`src/rtl/css_pkg.sv`:
```
// Package for the shutter signal block: field layouts, trigger bits, select codes.
// Assumes the timing core supplies field, line and pixel counts on the block clock.
package css_pkg;

  localparam int TRIG_W = 8;
  localparam int TRIG_EXPOSURE = 6;
  localparam int TRIG_READOUT = 7;
  localparam int TRIG_BIAS0 = 4;
  localparam int NUM_SHUT = 4;
  localparam int NUM_BIAS = 2;
  localparam int SEL_W = 3;
  localparam int LINE_W = 12;
  localparam int PIX_W = 13;
  localparam int FLD_W = 12;
  localparam logic [SEL_W-1:0] SEL_BIAS0_MUX = 3'h4;
  localparam logic [SEL_W-1:0] SEL_BIAS1_MUX = 3'h5;
  localparam logic [SEL_W-1:0] SEL_INVALID = 3'h6;
  localparam logic [SEL_W-1:0] SEL_SHUT12_MUX = 3'h7;
  localparam logic [PIX_W-1:0] BIAS_ON_PIXEL = 13'h0000;
  localparam logic RST_LEVEL = 1'b0;

  typedef struct packed {
    logic vd_edge;
    logic hd_edge;
    logic [LINE_W-1:0] line;
    logic [PIX_W-1:0] pixel;
    logic [FLD_W-1:0] expo_field;
    logic last_substrate_clock_field;
    logic readout_start;
    logic readout_end;
  } css_timing_t;

  typedef struct packed {
    logic shutter_manual_enable;
    logic shutter_manual_level;
    logic shutter_active_polarity;
    logic [FLD_W-1:0] shutter_on_field;
    logic [LINE_W-1:0] shutter_on_line;
    logic [PIX_W-1:0] shutter_on_pixel;
    logic [FLD_W-1:0] shutter_off_field;
    logic [LINE_W-1:0] shutter_off_line;
    logic [PIX_W-1:0] shutter_off_pixel;
  } css_shut_cfg_t;

  typedef struct packed {
    logic bias_mode_select;
    logic bias_keep_active;
    logic [LINE_W-1:0] bias_on_line;
    logic bias_start_polarity;
  } css_bias_cfg_t;

  typedef struct packed {
    logic [SEL_W-1:0] bias_pin_source_select;
    logic [SEL_W-1:0] mech_shutter_pin_source_select;
    logic [SEL_W-1:0] strobe_pin_source_select;
    logic [SEL_W-1:0] test_output_source_select;
    logic bias0_combiner_select;
    logic bias1_combiner_select;
    logic shutter12_combiner_select;
  } css_route_cfg_t;

endpackage

```
`src/rtl/css_pin_sel.sv`:
```
// One output pin source selector with a registered output.
// Assumes the eight candidate sources are already at their pin polarity.
`timescale 1ns/1ns
`default_nettype none
module css_pin_sel (
  input wire logic sys_clk,
  input wire logic nrst,
  input wire logic [7:0] src,
  input wire logic [css_pkg::SEL_W-1:0] sel,
  output logic pin
);
  typedef struct packed {
    logic pin;
  } css_sel_state_t;

  css_sel_state_t st_ff;
  css_sel_state_t nxt_st;

  always_comb begin
    nxt_st = st_ff;
    // The reserved code drives a quiet low rather than an arbitrary source
    if (sel == css_pkg::SEL_INVALID) begin
      nxt_st.pin = css_pkg::RST_LEVEL;
    end else begin
      nxt_st.pin = src[sel];
    end
  end

  always_ff @(posedge sys_clk or negedge nrst) begin
    if (!nrst) begin
      st_ff <= '0;
    end else begin
      st_ff <= nxt_st;
    end
  end

  assign pin = st_ff.pin;
endmodule
`default_nettype wire

```
`src/rtl/css_bias_chan.sv`:
```
// One substrate-bias pulse channel: arming, mode 0/1 start, keep-on release.
// Assumes readout start and end arrive as one-cycle pulses from the sequencer.
`timescale 1ns/1ns
`default_nettype none
module css_bias_chan (
  input wire logic sys_clk,
  input wire logic nrst,
  input wire css_pkg::css_timing_t tm,
  input wire css_pkg::css_bias_cfg_t cfg,
  input wire logic arm,
  output logic active,
  output logic level
);
  typedef struct packed {
    logic armed;
    logic active;
    logic done;
    logic level;
  } css_bias_state_t;

  css_bias_state_t st_ff;
  css_bias_state_t nxt_st;

  always_comb begin
    nxt_st = st_ff;
    if (arm) begin
      nxt_st.armed = 1'b1;
      nxt_st.done = 1'b0;
    end
    if (st_ff.armed) begin
      if (!cfg.bias_mode_select) begin
        // Mode 0 starts in the field of the last substrate clock
        if (tm.last_substrate_clock_field && tm.line == cfg.bias_on_line &&
            tm.pixel == css_pkg::BIAS_ON_PIXEL) begin
          nxt_st.active = 1'b1;
        end
      end else if (tm.readout_start) begin
        nxt_st.active = 1'b1;
      end
      // A fresh arm in the same cycle as readout end wins, so the new trigger is not lost
      if (tm.readout_end && !arm) begin
        nxt_st.armed = 1'b0;
        nxt_st.done = 1'b1;
      end
    end
    // Keep-on holds the pulse past readout until software drops the bit
    if (st_ff.done && !cfg.bias_keep_active) begin
      nxt_st.active = 1'b0;
      nxt_st.done = 1'b0;
    end
    // Start polarity gives the pin level while the pulse is on
    nxt_st.level = nxt_st.active ? cfg.bias_start_polarity : ~cfg.bias_start_polarity;
  end

  always_ff @(posedge sys_clk or negedge nrst) begin
    if (!nrst) begin
      st_ff <= '0;
    end else begin
      st_ff <= nxt_st;
    end
  end

  assign active = st_ff.active;
  assign level = st_ff.level;
endmodule
`default_nettype wire

```
`src/rtl/css_shutter_ctrl.sv`:
```
// Shutter signal control top: four shutter pulses, two bias pulses, combiners
// and the four output pin selectors.
// Assumes vertical_sync and horizontal_sync edges arrive as one-cycle pulses, with
// line, pixel and exposure field counts valid on the same clock.
//
// Overview of operation
// - Trigger without exposure bit puts on and off toggles in next field, fields ignored.
// - With exposure also triggered, shutter pulses follow automatic field matching instead.
// - Manual control uses only the on or off position, picked by manual level.
// - Manual control ignores the on-field and off-field values.
// - Manual control works regardless of any triggered exposure.
// - A pulse left on by manual control stays on until a later off toggle.
// - Trigger on an already active pulse skips on toggle, does only off.
// - Internal trigger signals stay asserted through the whole line after a write.
// - Bias pin selector: 0-3 shutters, 4 bias0 mix, 5 bias1 mix, 6 invalid, 7 shut mix.
// - Mechanical-shutter pin has its own selector with the same coding.
// - Strobe pin has its own selector with the same coding.
// - Internal test output has its own selector with the same coding.
// - Bias0 mix gives bias0, or shutter0 AND bias0 when selected.
// - Bias1 mix gives bias1, or shutter0 AND bias1 when selected.
// - Shutter mix gives shutter0 AND shutter1, or shutter0 AND shutter2.
// - Each bias pulse has a one-bit mode select between mode 0 and mode 1.
// - Mode 0 starts at programmed line of last substrate clock field; mode 1 at readout.
// - Keep-on holds a bias pulse active after readout until software clears it.
// - Each bias pulse has a 12-bit on line within the field.
// - Each bias pulse has a start polarity for its triggered level.
// - Each shutter pulse has manual enable and manual level bits.
// - On and off toggles each use 12-bit field, 12-bit line, 13-bit pixel.
// - Automatic toggles match field against exposure field counter, then line and pixel.
// - Trigger bits: 0-3 shutters, 4-5 bias pulses, 6 exposure, 7 readout.
`timescale 1ns/1ns
`default_nettype none
module css_shutter_ctrl (
  input wire logic sys_clk,
  input wire logic nrst,
  input wire css_pkg::css_timing_t tm,
  input wire logic trig_wr,
  input wire logic [css_pkg::TRIG_W-1:0] trig_data,
  input wire css_pkg::css_shut_cfg_t [css_pkg::NUM_SHUT-1:0] shut_cfg,
  input wire css_pkg::css_bias_cfg_t [css_pkg::NUM_BIAS-1:0] bias_cfg,
  input wire css_pkg::css_route_cfg_t route_cfg,
  output logic substrate_bias_pin,
  output logic mechanical_shutter_pin,
  output logic strobe_pin,
  output logic internal_test_output,
  output logic [css_pkg::NUM_SHUT-1:0] shutter_active,
  output logic [css_pkg::NUM_BIAS-1:0] bias_active,
  output logic exposure_triggered,
  output logic readout_triggered,
  output logic trigger_hold
);
  localparam int NS = css_pkg::NUM_SHUT;

  typedef struct packed {
    logic hold;
    logic line_seen;
    logic [css_pkg::TRIG_W-1:0] trig;
    logic expo;
    logic readout;
    logic [NS-1:0] arm_ok;
    logic [NS-1:0] active;
    logic [NS-1:0] on_pend;
    logic [NS-1:0] off_pend;
    logic [NS-1:0] single;
    logic [NS-1:0] in_fld;
    logic [NS-1:0] man_used;
    logic [NS-1:0] level;
  } css_top_state_t;

  css_top_state_t st_ff;
  css_top_state_t nxt_st;

  logic [NS-1:0] trig_sig;
  logic [css_pkg::NUM_BIAS-1:0] bias_arm;
  logic [css_pkg::NUM_BIAS-1:0] bias_level;
  logic mix_bias0;
  logic mix_bias1;
  logic mix_shut12;
  logic [7:0] pin_src;

  // Internal trigger signal per shutter pulse, stretched by the hold window
  assign trig_sig = st_ff.hold ? st_ff.trig[NS-1:0] : '0;

  always_comb begin
    logic on_hit;
    logic off_hit;
    logic fld_on;
    logic fld_off;
    logic expo_now;
    on_hit = 1'b0;
    off_hit = 1'b0;
    fld_on = 1'b0;
    fld_off = 1'b0;
    expo_now = 1'b0;
    nxt_st = st_ff;

    // A write latches the trigger bits; they stay up until the end of the
    // following line so late toggle positions are not lost
    if (trig_wr) begin
      nxt_st.trig = trig_data;
      nxt_st.hold = 1'b1;
      nxt_st.line_seen = 1'b0;
      nxt_st.arm_ok = '1;
    end else if (st_ff.hold && tm.hd_edge) begin
      if (!st_ff.line_seen) begin
        nxt_st.line_seen = 1'b1;
      end else begin
        nxt_st.hold = 1'b0;
      end
    end

    // Exposure and readout operation flags
    if (trig_wr && trig_data[css_pkg::TRIG_EXPOSURE]) begin
      nxt_st.expo = 1'b1;
    end else if (tm.readout_start) begin
      nxt_st.expo = 1'b0;
    end
    if (trig_wr && trig_data[css_pkg::TRIG_READOUT]) begin
      nxt_st.readout = 1'b1;
    end else if (tm.readout_end) begin
      nxt_st.readout = 1'b0;
    end
    expo_now = st_ff.expo || (st_ff.hold && st_ff.trig[css_pkg::TRIG_EXPOSURE]);

    for (int i = 0; i < NS; i++) begin
      // Arm once per write while the internal trigger is up
      if (trig_sig[i] && st_ff.arm_ok[i] && !trig_wr) begin
        nxt_st.arm_ok[i] = 1'b0;
        // An already active pulse only gets its off toggle
        nxt_st.on_pend[i] = !st_ff.active[i];
        nxt_st.off_pend[i] = 1'b1;
        // Without exposure the pulse is single-shot in the next field
        // but an exposure trigger forces automatic timing
        nxt_st.single[i] = !expo_now;
        nxt_st.in_fld[i] = 1'b0;
      end

      // Single trigger: the next field opens the window, the one after closes it
      if (st_ff.single[i] && (st_ff.on_pend[i] || st_ff.off_pend[i]) && tm.vd_edge) begin
        if (!st_ff.in_fld[i]) begin
          nxt_st.in_fld[i] = 1'b1;
        end else begin
          nxt_st.on_pend[i] = 1'b0;
          nxt_st.off_pend[i] = 1'b0;
          nxt_st.in_fld[i] = 1'b0;
        end
      end

      // Field gate: single ignores field values, automatic uses exposure count
      fld_on = st_ff.single[i] ? st_ff.in_fld[i] :
               (tm.expo_field == shut_cfg[i].shutter_on_field);
      fld_off = st_ff.single[i] ? st_ff.in_fld[i] :
                (tm.expo_field == shut_cfg[i].shutter_off_field);
      on_hit = tm.line == shut_cfg[i].shutter_on_line &&
               tm.pixel == shut_cfg[i].shutter_on_pixel;
      off_hit = tm.line == shut_cfg[i].shutter_off_line &&
                tm.pixel == shut_cfg[i].shutter_off_pixel;

      if (tm.vd_edge) begin
        nxt_st.man_used[i] = 1'b0;
      end

      if (shut_cfg[i].shutter_manual_enable) begin
        // Manual mode ignores field values and any exposure state
        // only one toggle is honoured per interval
        if (!st_ff.man_used[i] && !tm.vd_edge) begin
          if (shut_cfg[i].shutter_manual_level && on_hit) begin
            nxt_st.active[i] = 1'b1;
            nxt_st.man_used[i] = 1'b1;
          end else if (!shut_cfg[i].shutter_manual_level && off_hit) begin
            nxt_st.active[i] = 1'b0;
            nxt_st.man_used[i] = 1'b1;
          end
        end
      end else begin
        // Leaving manual mode keeps the level until a later off toggle
        if (st_ff.on_pend[i] && fld_on && on_hit) begin
          nxt_st.active[i] = 1'b1;
          nxt_st.on_pend[i] = 1'b0;
        end else if (st_ff.off_pend[i] && !st_ff.on_pend[i] && fld_off && off_hit) begin
          nxt_st.active[i] = 1'b0;
          nxt_st.off_pend[i] = 1'b0;
          nxt_st.single[i] = 1'b0;
          nxt_st.in_fld[i] = 1'b0;
        end
      end

      // Active polarity applied ahead of the selectors
      nxt_st.level[i] = shut_cfg[i].shutter_active_polarity ?
                        nxt_st.active[i] : ~nxt_st.active[i];
    end
  end

  always_ff @(posedge sys_clk or negedge nrst) begin
    if (!nrst) begin
      st_ff <= '0;
    end else begin
      st_ff <= nxt_st;
    end
  end

  // Bias pulses arm from their trigger bits on the write itself
  assign bias_arm = trig_wr ? trig_data[css_pkg::TRIG_BIAS0 +: css_pkg::NUM_BIAS] : '0;

  for (genvar b = 0; b < css_pkg::NUM_BIAS; b++) begin : g_bias
    css_bias_chan u_bias (
      .sys_clk(sys_clk),
      .nrst(nrst),
      .tm(tm),
      .cfg(bias_cfg[b]),
      .arm(bias_arm[b]),
      .active(bias_active[b]),
      .level(bias_level[b])
    );
  end

  // Combiners work on pin-level signals, so polarity is already folded in
  assign mix_bias0 = route_cfg.bias0_combiner_select ?
                     (st_ff.level[0] & bias_level[0]) : bias_level[0];
  assign mix_bias1 = route_cfg.bias1_combiner_select ?
                     (st_ff.level[0] & bias_level[1]) : bias_level[1];
  assign mix_shut12 = route_cfg.shutter12_combiner_select ?
                      (st_ff.level[0] & st_ff.level[2]) :
                      (st_ff.level[0] & st_ff.level[1]);

  // Source index follows the selector coding; slot 6 is never chosen
  assign pin_src = {mix_shut12, css_pkg::RST_LEVEL, mix_bias1, mix_bias0, st_ff.level};

  css_pin_sel u_sel_bias (
    .sys_clk(sys_clk),
    .nrst(nrst),
    .src(pin_src),
    .sel(route_cfg.bias_pin_source_select),
    .pin(substrate_bias_pin)
  );

  css_pin_sel u_sel_mech (
    .sys_clk(sys_clk),
    .nrst(nrst),
    .src(pin_src),
    .sel(route_cfg.mech_shutter_pin_source_select),
    .pin(mechanical_shutter_pin)
  );

  css_pin_sel u_sel_strobe (
    .sys_clk(sys_clk),
    .nrst(nrst),
    .src(pin_src),
    .sel(route_cfg.strobe_pin_source_select),
    .pin(strobe_pin)
  );

  css_pin_sel u_sel_test (
    .sys_clk(sys_clk),
    .nrst(nrst),
    .src(pin_src),
    .sel(route_cfg.test_output_source_select),
    .pin(internal_test_output)
  );

  assign shutter_active = st_ff.active;
  assign exposure_triggered = st_ff.expo;
  assign readout_triggered = st_ff.readout;
  assign trigger_hold = st_ff.hold;
endmodule
`default_nettype wire

```
`config.mk`:
```
export PLATFORM = sky130hd
export DESIGN_NAME = css_shutter_ctrl
export DESIGN_NICKNAME = d
export VERILOG_FILES = /design/src/rtl/css_pkg.sv /design/src/rtl/css_pin_sel.sv /design/src/rtl/css_bias_chan.sv /design/src/rtl/css_shutter_ctrl.sv
export SDC_FILE = /design/constraint.sdc
export NUM_CORES = 1
export LEC_CHECK = 0
export ABC_AREA = 1
export BUFFER_PORTS_ARGS = -buffer_cell sky130_fd_sc_hd__buf_2
export CAP_MARGIN = 0
export CORE_AREA = 2 2 161 163
export CTS_BUF_LIST = sky130_fd_sc_hd__clkbuf_4 sky130_fd_sc_hd__clkbuf_8
export CTS_CLUSTER_DIAMETER = 60
export DETAILED_ROUTE_END_ITERATION = 10
export DIE_AREA = 0 0 163 165
export PLACE_DENSITY_LB_ADDON = 0.05
export SYNTH_ARGS = -nofsm -noshare
export SYNTH_HDL_FRONTEND = slang
export SYNTH_SLANG_ARGS = --single-unit
```
`constraint.sdc`:
```
create_clock -name sys_clk -period 1.5 [get_ports sys_clk]
set_input_delay 0.15 -clock sys_clk [delete_from_list [all_inputs] [get_ports sys_clk]]
set_output_delay 0.15 -clock sys_clk [all_outputs]
set_load 0.005 [all_outputs]
```
==> reports/qor.txt, run 1 <==
Status: finished clean
Part of the power in registers: 0.322
Syn Area/Cell: 5.755 um2
Post-route minimum period: 1.361 ns
Int Power: 3.566 mW
Synth area leader: nand2_1
I/O pins: 419
Synth top area cells: nand2_1 (24%), dfrtp_1 (17%), xnor2_1 (17%), inv_1 (8.6%), nor2_1 (8.3%)
Sw Share: 0.4085
Via count: 9,287
Mapped cell area: 7724 um2
Leak: 6.102 nW
CP Data Required Time: 1.72 ns
Die extent in x: 163 um
Final Cycle Share: 0.9077
Flip-flop and latch count after synthesis: 53
Post-synthesis sequential area ratio: 0.1717
Initial Util: 0.3085
Clk pin slew, worst setup/hold paths: 0.11 ns
Placed Area: 10,550 um2
H-tree Lvls: 2
Clock power frac: 0.150
Core area: 25,040 um2
Placed wire-length estimate: 27,490 um
Die Area: 26,900 um2
Count leader, synth: nand2_1
Count of final hold-check violations: 0
NumNets Final: 2,205
Pwr dens: 553.7 nW/um2
Filler instances: 2,824
Clock Sinks: 53
Ys async rst share: 1.000
Initial DRC count: 380
Tot GR Track Use: 0.2248
Fin Clk Skew: 0.008702 ns
Clk buf depth: 2
Pre-Repair DR Iteration Count: 5
Worst slew pin tran: 0.3175 ns
Die Ht: 165 um
Number of synthesized flops with an enable pin: 0
IR drop worst, VDD: 0.3741 mV
Syn nets: 1,748
CP arrival: 1.58 ns
WL/cell: 14.51 um
RD Place Congestion: 0.8674
Crit Path Max Fanout: 10
Vias in the first global route: 8,967
Setup CP Type: in2reg
Site Rows: 58
RSZ-0062 raised after global routing: yes
Worst-skew pair later-pin latency: 0.31 ns
CP Launch Type: primary input
Root buf cell: clkbuf_8
Slew margin rel.: 0.7874
Synth cell count leaders: nand2_1 (500), inv_1 (177), nor2_1 (171), xnor2_1 (149), xor2_1 (57)
CTS tree: yes
Max-slew violations: 0
Share of layout cells above drive strength 1: 0.3083
First-pass GRT wire length: 46,630 um
Final core utilization: 0.4349
Area grow syn2layout: 40.99%
PortBufs: 418
Post-layout instance area: 10,890 um2
HP Class: in2reg
Remaining DRCs: 0
Max-cap violation count: 0
Synth Warn #: 0
Post-synthesis cell type count: 35
Post-synth top flop: dfrtp_1
Nature of the critical path endpoint: register
Via-to-Cell Ratio: 4.332
FMAX: 734.5 MHz
Top-area cell type share of the netlist area: 0.2430
Final wirelength: 31,110 um
Total power: 6.029 mW
Setup tns final: 0 ns
Congestion Overflow GR: 0
CTS Buf Count: 5
Largest net degree at the start of global routing: 54
Combinational share of power: 0.528
# setup viols final: 0
Antenna violations before repair: 16
Switching power: 2.463 mW
Post-route ant nets: 0
Cells after Synth: 1,342
power groups by stage:
stage          clock network, mW  logic [mW]  registers [mW]
5_1_grt                     1.01        3.62            1.98
3_3_place_gp                   0        3.11            1.97
6_report                   0.901        3.18            1.94
2_1_floorplan                  0        1.94            1.90
3_5_place_dp                   0        3.13            1.97
4_1_cts                    0.944        3.14            1.94
through the flow:
stage                     setup slack (ns)  cells  hold slack [ns]
after floorplan                     0.1436   1342          -0.1456
after CTS                          0.03505   2128          0.02872
final                               0.1385   2144          0.03685
after detailed placement           -0.3556   2119           0.1773
after global routing              -0.05111   2141          0.03224
after global placement             -0.3311   2119           0.1793
per-layer routing:
layer | global-route usage | routed length, um
met5 | 0 | 27
met4 | 0.06235 | 755
met3 | 0.04194 | 2134
met2 | 0.4247 | 15750
met1 | 0.2572 | 12440
worst paths after layout:
| check | slack (ns) | cells after the start | start | end |
|---|---|---|---|---|
| max | 0.14 | 16 | tm[20] | pin_src[3] |
| min | 0.04 | 3 | trig_data[7] | readout_triggered |
| max in group asynchronous | 0.90 | 3 | nrst | pin_src[0] |
| min reg2reg | 0.48 | 2 | st_ff[37] | st_ff[37] |
| min in group asynchronous | 0.34 | 3 | nrst | pin_src[1] |
| max reg2reg | 0.15 | 7 | pin_src[0] | u_sel_test.pin |
cell usage in the layout (no fill, tap or decap), types with 4 or more instances in the layout:
| cell | n |
|---|---|
| nor3_1 | 10 |
| dfrtp_1 | 52 |
| inv_2 | 5 |
| diode_2 | 14 |
| nand3_1 | 38 |
| inv_1 | 172 |
| inv_4 | 8 |
| clkbuf_8 | 5 |
| or2_2 | 6 |
| a22oi_1 | 4 |
| buf_4 | 76 |
| o221ai_1 | 4 |
| clkbuf_4 | 7 |
| buf_12 | 5 |
| o211ai_1 | 7 |
| buf_2 | 402 |
| xnor2_1 | 148 |
| nor2_2 | 12 |
| nor2_1 | 158 |
| a21boi_0 | 7 |
| nand4_1 | 12 |
| nand2_1 | 498 |
| o22ai_1 | 5 |
| o21ai_0 | 31 |
| a21oi_1 | 26 |
| xor2_1 | 57 |
| a22o_1 | 4 |
| nor2_4 | 5 |
| buf_6 | 4 |
| nand2_2 | 6 |
cell families (layout without fill, tap and decap cells):
family / Yosys count / count (layout) / share of synthesized area
other cells: 0 / 14 / 0
buf+inv: 231 / 689 / 0.1280
flops: 53 / 53 / 0.1717
simple gates: 754 / 754 / 0.3899
xor+xnor: 206 / 206 / 0.2336
compound gates: 98 / 98 / 0.07678
worst max-delay path, cell delays in order:
cell and delay [ns]:
clkbuf_4 0.19, inv_4 0.08, nand2_1 0.04, nand2_1 0.07, nand2_1 0.08, nor2_2 0.10, nand2_1 0.08, nor2_2 0.14
buf_4 0.13, nand3_1 0.08, nor2_2 0.14, nor2_1 0.05, nand2_1 0.09, nand2_2 0.06, nand2_1 0.05, nand2_1 0.04
area by class of cell:
type                            instances  area [um2]  area share
Antenna cell                           14       35.03    0.003217
Sequential cell                        53        1328      0.1219
Timing Repair Buffer                  496        2805      0.2576
Inverter                              185       714.4     0.06561
Clock buffer                            5       68.82    0.006320
Multi-Input combinational cell       1058        5497      0.5048
Clock inverter                          3       28.78    0.002643
Tap cell                              330       412.9     0.03792
what timing repair did:
| item | in CTS | in global routing |
|---|---|---|
| resized for setup | 1 | 71 |
| pin swaps | 0 | 16 |
| hold buffers | 1 | 0 |
| gates cloned | 0 | 0 |
| hold endpoints to repair | 53 | 0 |
| endpoints found under the setup margin | 1 | 24 |
| setup buffers | 0 | 2 |
state kept, by name, summed over array words and instances (netlist names):
name / cells
u_sel_mech.pin: 1
pin_src: 4
u_sel_test.pin: 1
readout_triggered: 1
g_bias.u_bias.st_ff: 4
u_sel_bias.pin: 1
trigger_hold: 1
g_bias.u_bias.level: 2
g_bias.u_bias.active: 2
shutter_active: 4
exposure_triggered: 1
u_sel_strobe.pin: 1
st_ff: 30
Note: power is estimated with default switching activity, not from simulation.
==> run 2, diff against run 1 <==
--- a/config.mk
+++ b/config.mk
@@ -12,7 +12,9 @@
 export CTS_BUF_LIST = sky130_fd_sc_hd__clkbuf_4 sky130_fd_sc_hd__clkbuf_8
 export CTS_CLUSTER_DIAMETER = 60
+export CTS_CLUSTER_SIZE = 8
 export DETAILED_ROUTE_END_ITERATION = 10
 export DIE_AREA = 0 0 163 165
 export PLACE_DENSITY_LB_ADDON = 0.05
+export REMOVE_ABC_BUFFERS = 1
 export SYNTH_ARGS = -nofsm -noshare
 export SYNTH_HDL_FRONTEND = slang
==> constraint.sdc (replaced) <==
create_clock -name sys_clk -period 1.5 [get_ports sys_clk]
set_input_delay 0.3 -clock sys_clk [delete_from_list [all_inputs] [get_ports sys_clk]]
set_output_delay 0.3 -clock sys_clk [all_outputs]
set_load 0.005 [all_outputs]
==> run 2 against run 1 <==
Via count is 1.1% higher. Sequential power about the same. Clock skew is 0.0036 ns higher. Setup slack worse by 0.11 ns.
==> reports/qor.txt, run 2 (synthesis gave the netlist of run 1 again) <==
PortBufs: 418 (unchanged)
FMAX: 681.0 MHz (-7.3%)
Vias in the first global route: 9,181 (+2.4%)
Pre-Repair DR Iteration Count: 5 (unchanged)
Post-layout instance area: 11,450 um2 (+5.1%)
CP Data Required Time: 1.73 ns (about the same)
Register-to-register path setup slack: 0.09 ns (-0.06 ns)
WL/cell: 15.13 um (+4.3%)
Core area: 25,040 um2 (unchanged)
Die extent in x: 163 um (unchanged)
Crit Path Max Fanout: 10 (unchanged)
Hold EP: st_ff[35]
Initial DRC count: 298 (-22%)
Final Cycle Share: 0.9790 (+0.07134)
Congestion Overflow GR: 0 (unchanged)
Most frequent cells in the layout: nand2_1 (486), buf_2 (386), inv_1 (166)
Clk pin slew, worst setup/hold paths: 0.11 ns (about the same)
Antenna violations before repair: 12 (-4)
Clock Sinks: 53 (unchanged)
# setup viols final: 0 (unchanged)
Post-route minimum period: 1.469 ns (+0.1070 ns)
Largest net degree at the start of global routing: 54 (unchanged)
Area grow syn2layout: 48.21%
Initial Util: 0.3085 (unchanged)
I/O pins: 419 (unchanged)
Slew margin rel.: 0.7820 (-0.005329)
Max reg flops: 30 (unchanged)
RD Place Congestion: 0.9208 (+6.2%)
CTS tree: yes
Post-route ant nets: 0 (unchanged)
Top reg by flops: st_ff
IR drop worst, VDD: 0.4049 mV (+8.2%)
Sw Share: 0.4159 (+0.007315)
CP Launch Type: primary input
Int Power: 3.675 mW (+3.0%)
CP arrival: 1.69 ns (+0.11 ns)
Hold path cells: 3 (unchanged)
RSZ-0062 raised after global routing: yes
FF-to-FF End: pin_src[3]
Commonest non-fill, non-tap cell in the layout: nand2_1
Pwr dens: 549.5 nW/um2 (-0.75%)
Placed wire-length estimate: 28,380 um (+3.2%)
Combinational share of power: 0.546 (+0.018)
HP Class: in2reg
Nature of the critical path endpoint: register
Die Ht: 165 um (unchanged)
Worst slew pin tran: 0.3255 ns (+0.007959 ns)
Root buf cell: clkbuf_8
Origin of the critical flop-to-flop path: st_ff[15]
Part of the power in registers: 0.311 (-0.011)
Via count: 9,388 (+1.1%)
Site Rows: 58 (unchanged)
First-pass GRT wire length: 48,220 um (+3.4%)
Clk buf depth: 2 (unchanged)
Switching power: 2.616 mW (+6.2%)
Max-cap violation count: 0 (unchanged)
Worst-skew pair later-pin latency: 0.32 ns (about the same)
Tot GR Track Use: 0.2322 (+0.007436)
Via-to-Cell Ratio: 4.373 (+0.95%)
Status: finished clean
Leak: 6.291 nW (+3.1%)
Remaining DRCs: 0 (unchanged)
Setup CP Type: in2reg
Clock power frac: 0.143 (-0.007)
NumNets Final: 2,211 (+0.27%)
Final wirelength: 32,480 um (+4.4%)
Min-delay src: trig_data[1]
Die Area: 26,900 um2 (unchanged)
Reg2Reg Depth: 10 (+3)
Max-slew violations: 0 (unchanged)
CTS Buf Count: 5 (unchanged)
Share of layout cells above drive strength 1: 0.3461 (+0.03774)
H-tree Lvls: 2 (unchanged)
Fin Clk Skew: 0.01229 ns (+0.003590 ns)
Total power: 6.290 mW (+4.3%)
Count of final hold-check violations: 0 (unchanged)
Placed Area: 10,670 um2 (+1.1%)
Final core utilization: 0.4572 (+0.02229)
run 2: cell types whose count changed in the layout (fill, tap and decap cells not counted), moves of 10 or more:
cell	delta
buf_2	-16
buf_6	+16
nand2_1	-12
nand2_2	+12
nand3_1	-11
nor2_1	-15
nor2_2	+10
xnor2_1	-15
xnor2_2	+14
run 2: final cells by class:
type | instances | area [um2]
clock buffer | 5 | 68.82
antenna | 11 | 27.53
clock inverter | 3 | 28.78
tap | 330 | 412.9
timing repair buffer | 502 | 3023
multi-input combinational | 1058 | 5821
sequential | 53 | 1328
inverter | 185 | 738.2
fill | 2767 | 13590
run 2: power groups by stage:
stage	Combinational [mW]	Clock (mW)	Sequential, mW
5_1_grt	3.86	1.01	1.99
3_5_place_dp	3.18	0	1.97
3_3_place_gp	3.16	0	1.98
2_1_floorplan	1.71	0	1.91
6_report	3.44	0.900	1.95
4_1_cts	3.25	0.945	1.95
run 2: per-layer routing:
metal / GRT usage / vias up / share of wire
met5: 0 / - / 0.00065
met4: 0.03620 / 4 / 0.012
met3: 0.04294 / 25 / 0.061
met2: 0.4513 / 283 / 0.52
met1: 0.2668 / 4105 / 0.41
li1: - / 4971 / -
run 2: through the flow:
step	hold WS, ns	instances	setup TNS (ns)	setup slack, ns
CTS	0.1633	2134	0	0.0005566
detailed placement	0.3212	2126	-12.15	-0.4906
global placement	0.3271	2126	-11.84	-0.4940
floorplan	0.004409	1296	0	0.1701
global route	0.1683	2143	-0.5481	-0.08524
finish	0.1702	2147	0	0.03150
run 2: worst max path at each step:
stage               depth (start not counted)         end  slack [ns]   start
floorplan                                  14  pin_src[2]        0.17  tm[15]
global placement                            9    st_ff[8]       -0.49  tm[30]
detailed placement                          9    st_ff[8]       -0.49  tm[30]
CTS                                        16  pin_src[1]      0.0006  tm[35]
global route                               14  pin_src[1]       -0.09  tm[32]
finish                                     16  pin_src[1]        0.03  tm[34]
run 2: critical path, cell delays in order:
cell     delay (ns)
buf_4          0.17
inv_4          0.07
nand2_1        0.04
nand2_1        0.05
nand2_1        0.07
nor2_1         0.12
nand2_1        0.10
nor2_4         0.13
buf_6          0.12
nand3_2        0.07
nor2_2         0.14
nor2_1         0.06
nand2_1        0.08
nand2_1        0.07
nand2_1        0.06
nand2_1        0.04
run 2: timing repair:
item,in CTS,in global routing
resized for setup,43,156
endpoints found under the setup margin,24,29
hold endpoints to repair,53,0
setup buffers,0,6
hold buffers,1,0
pin swaps,7,85
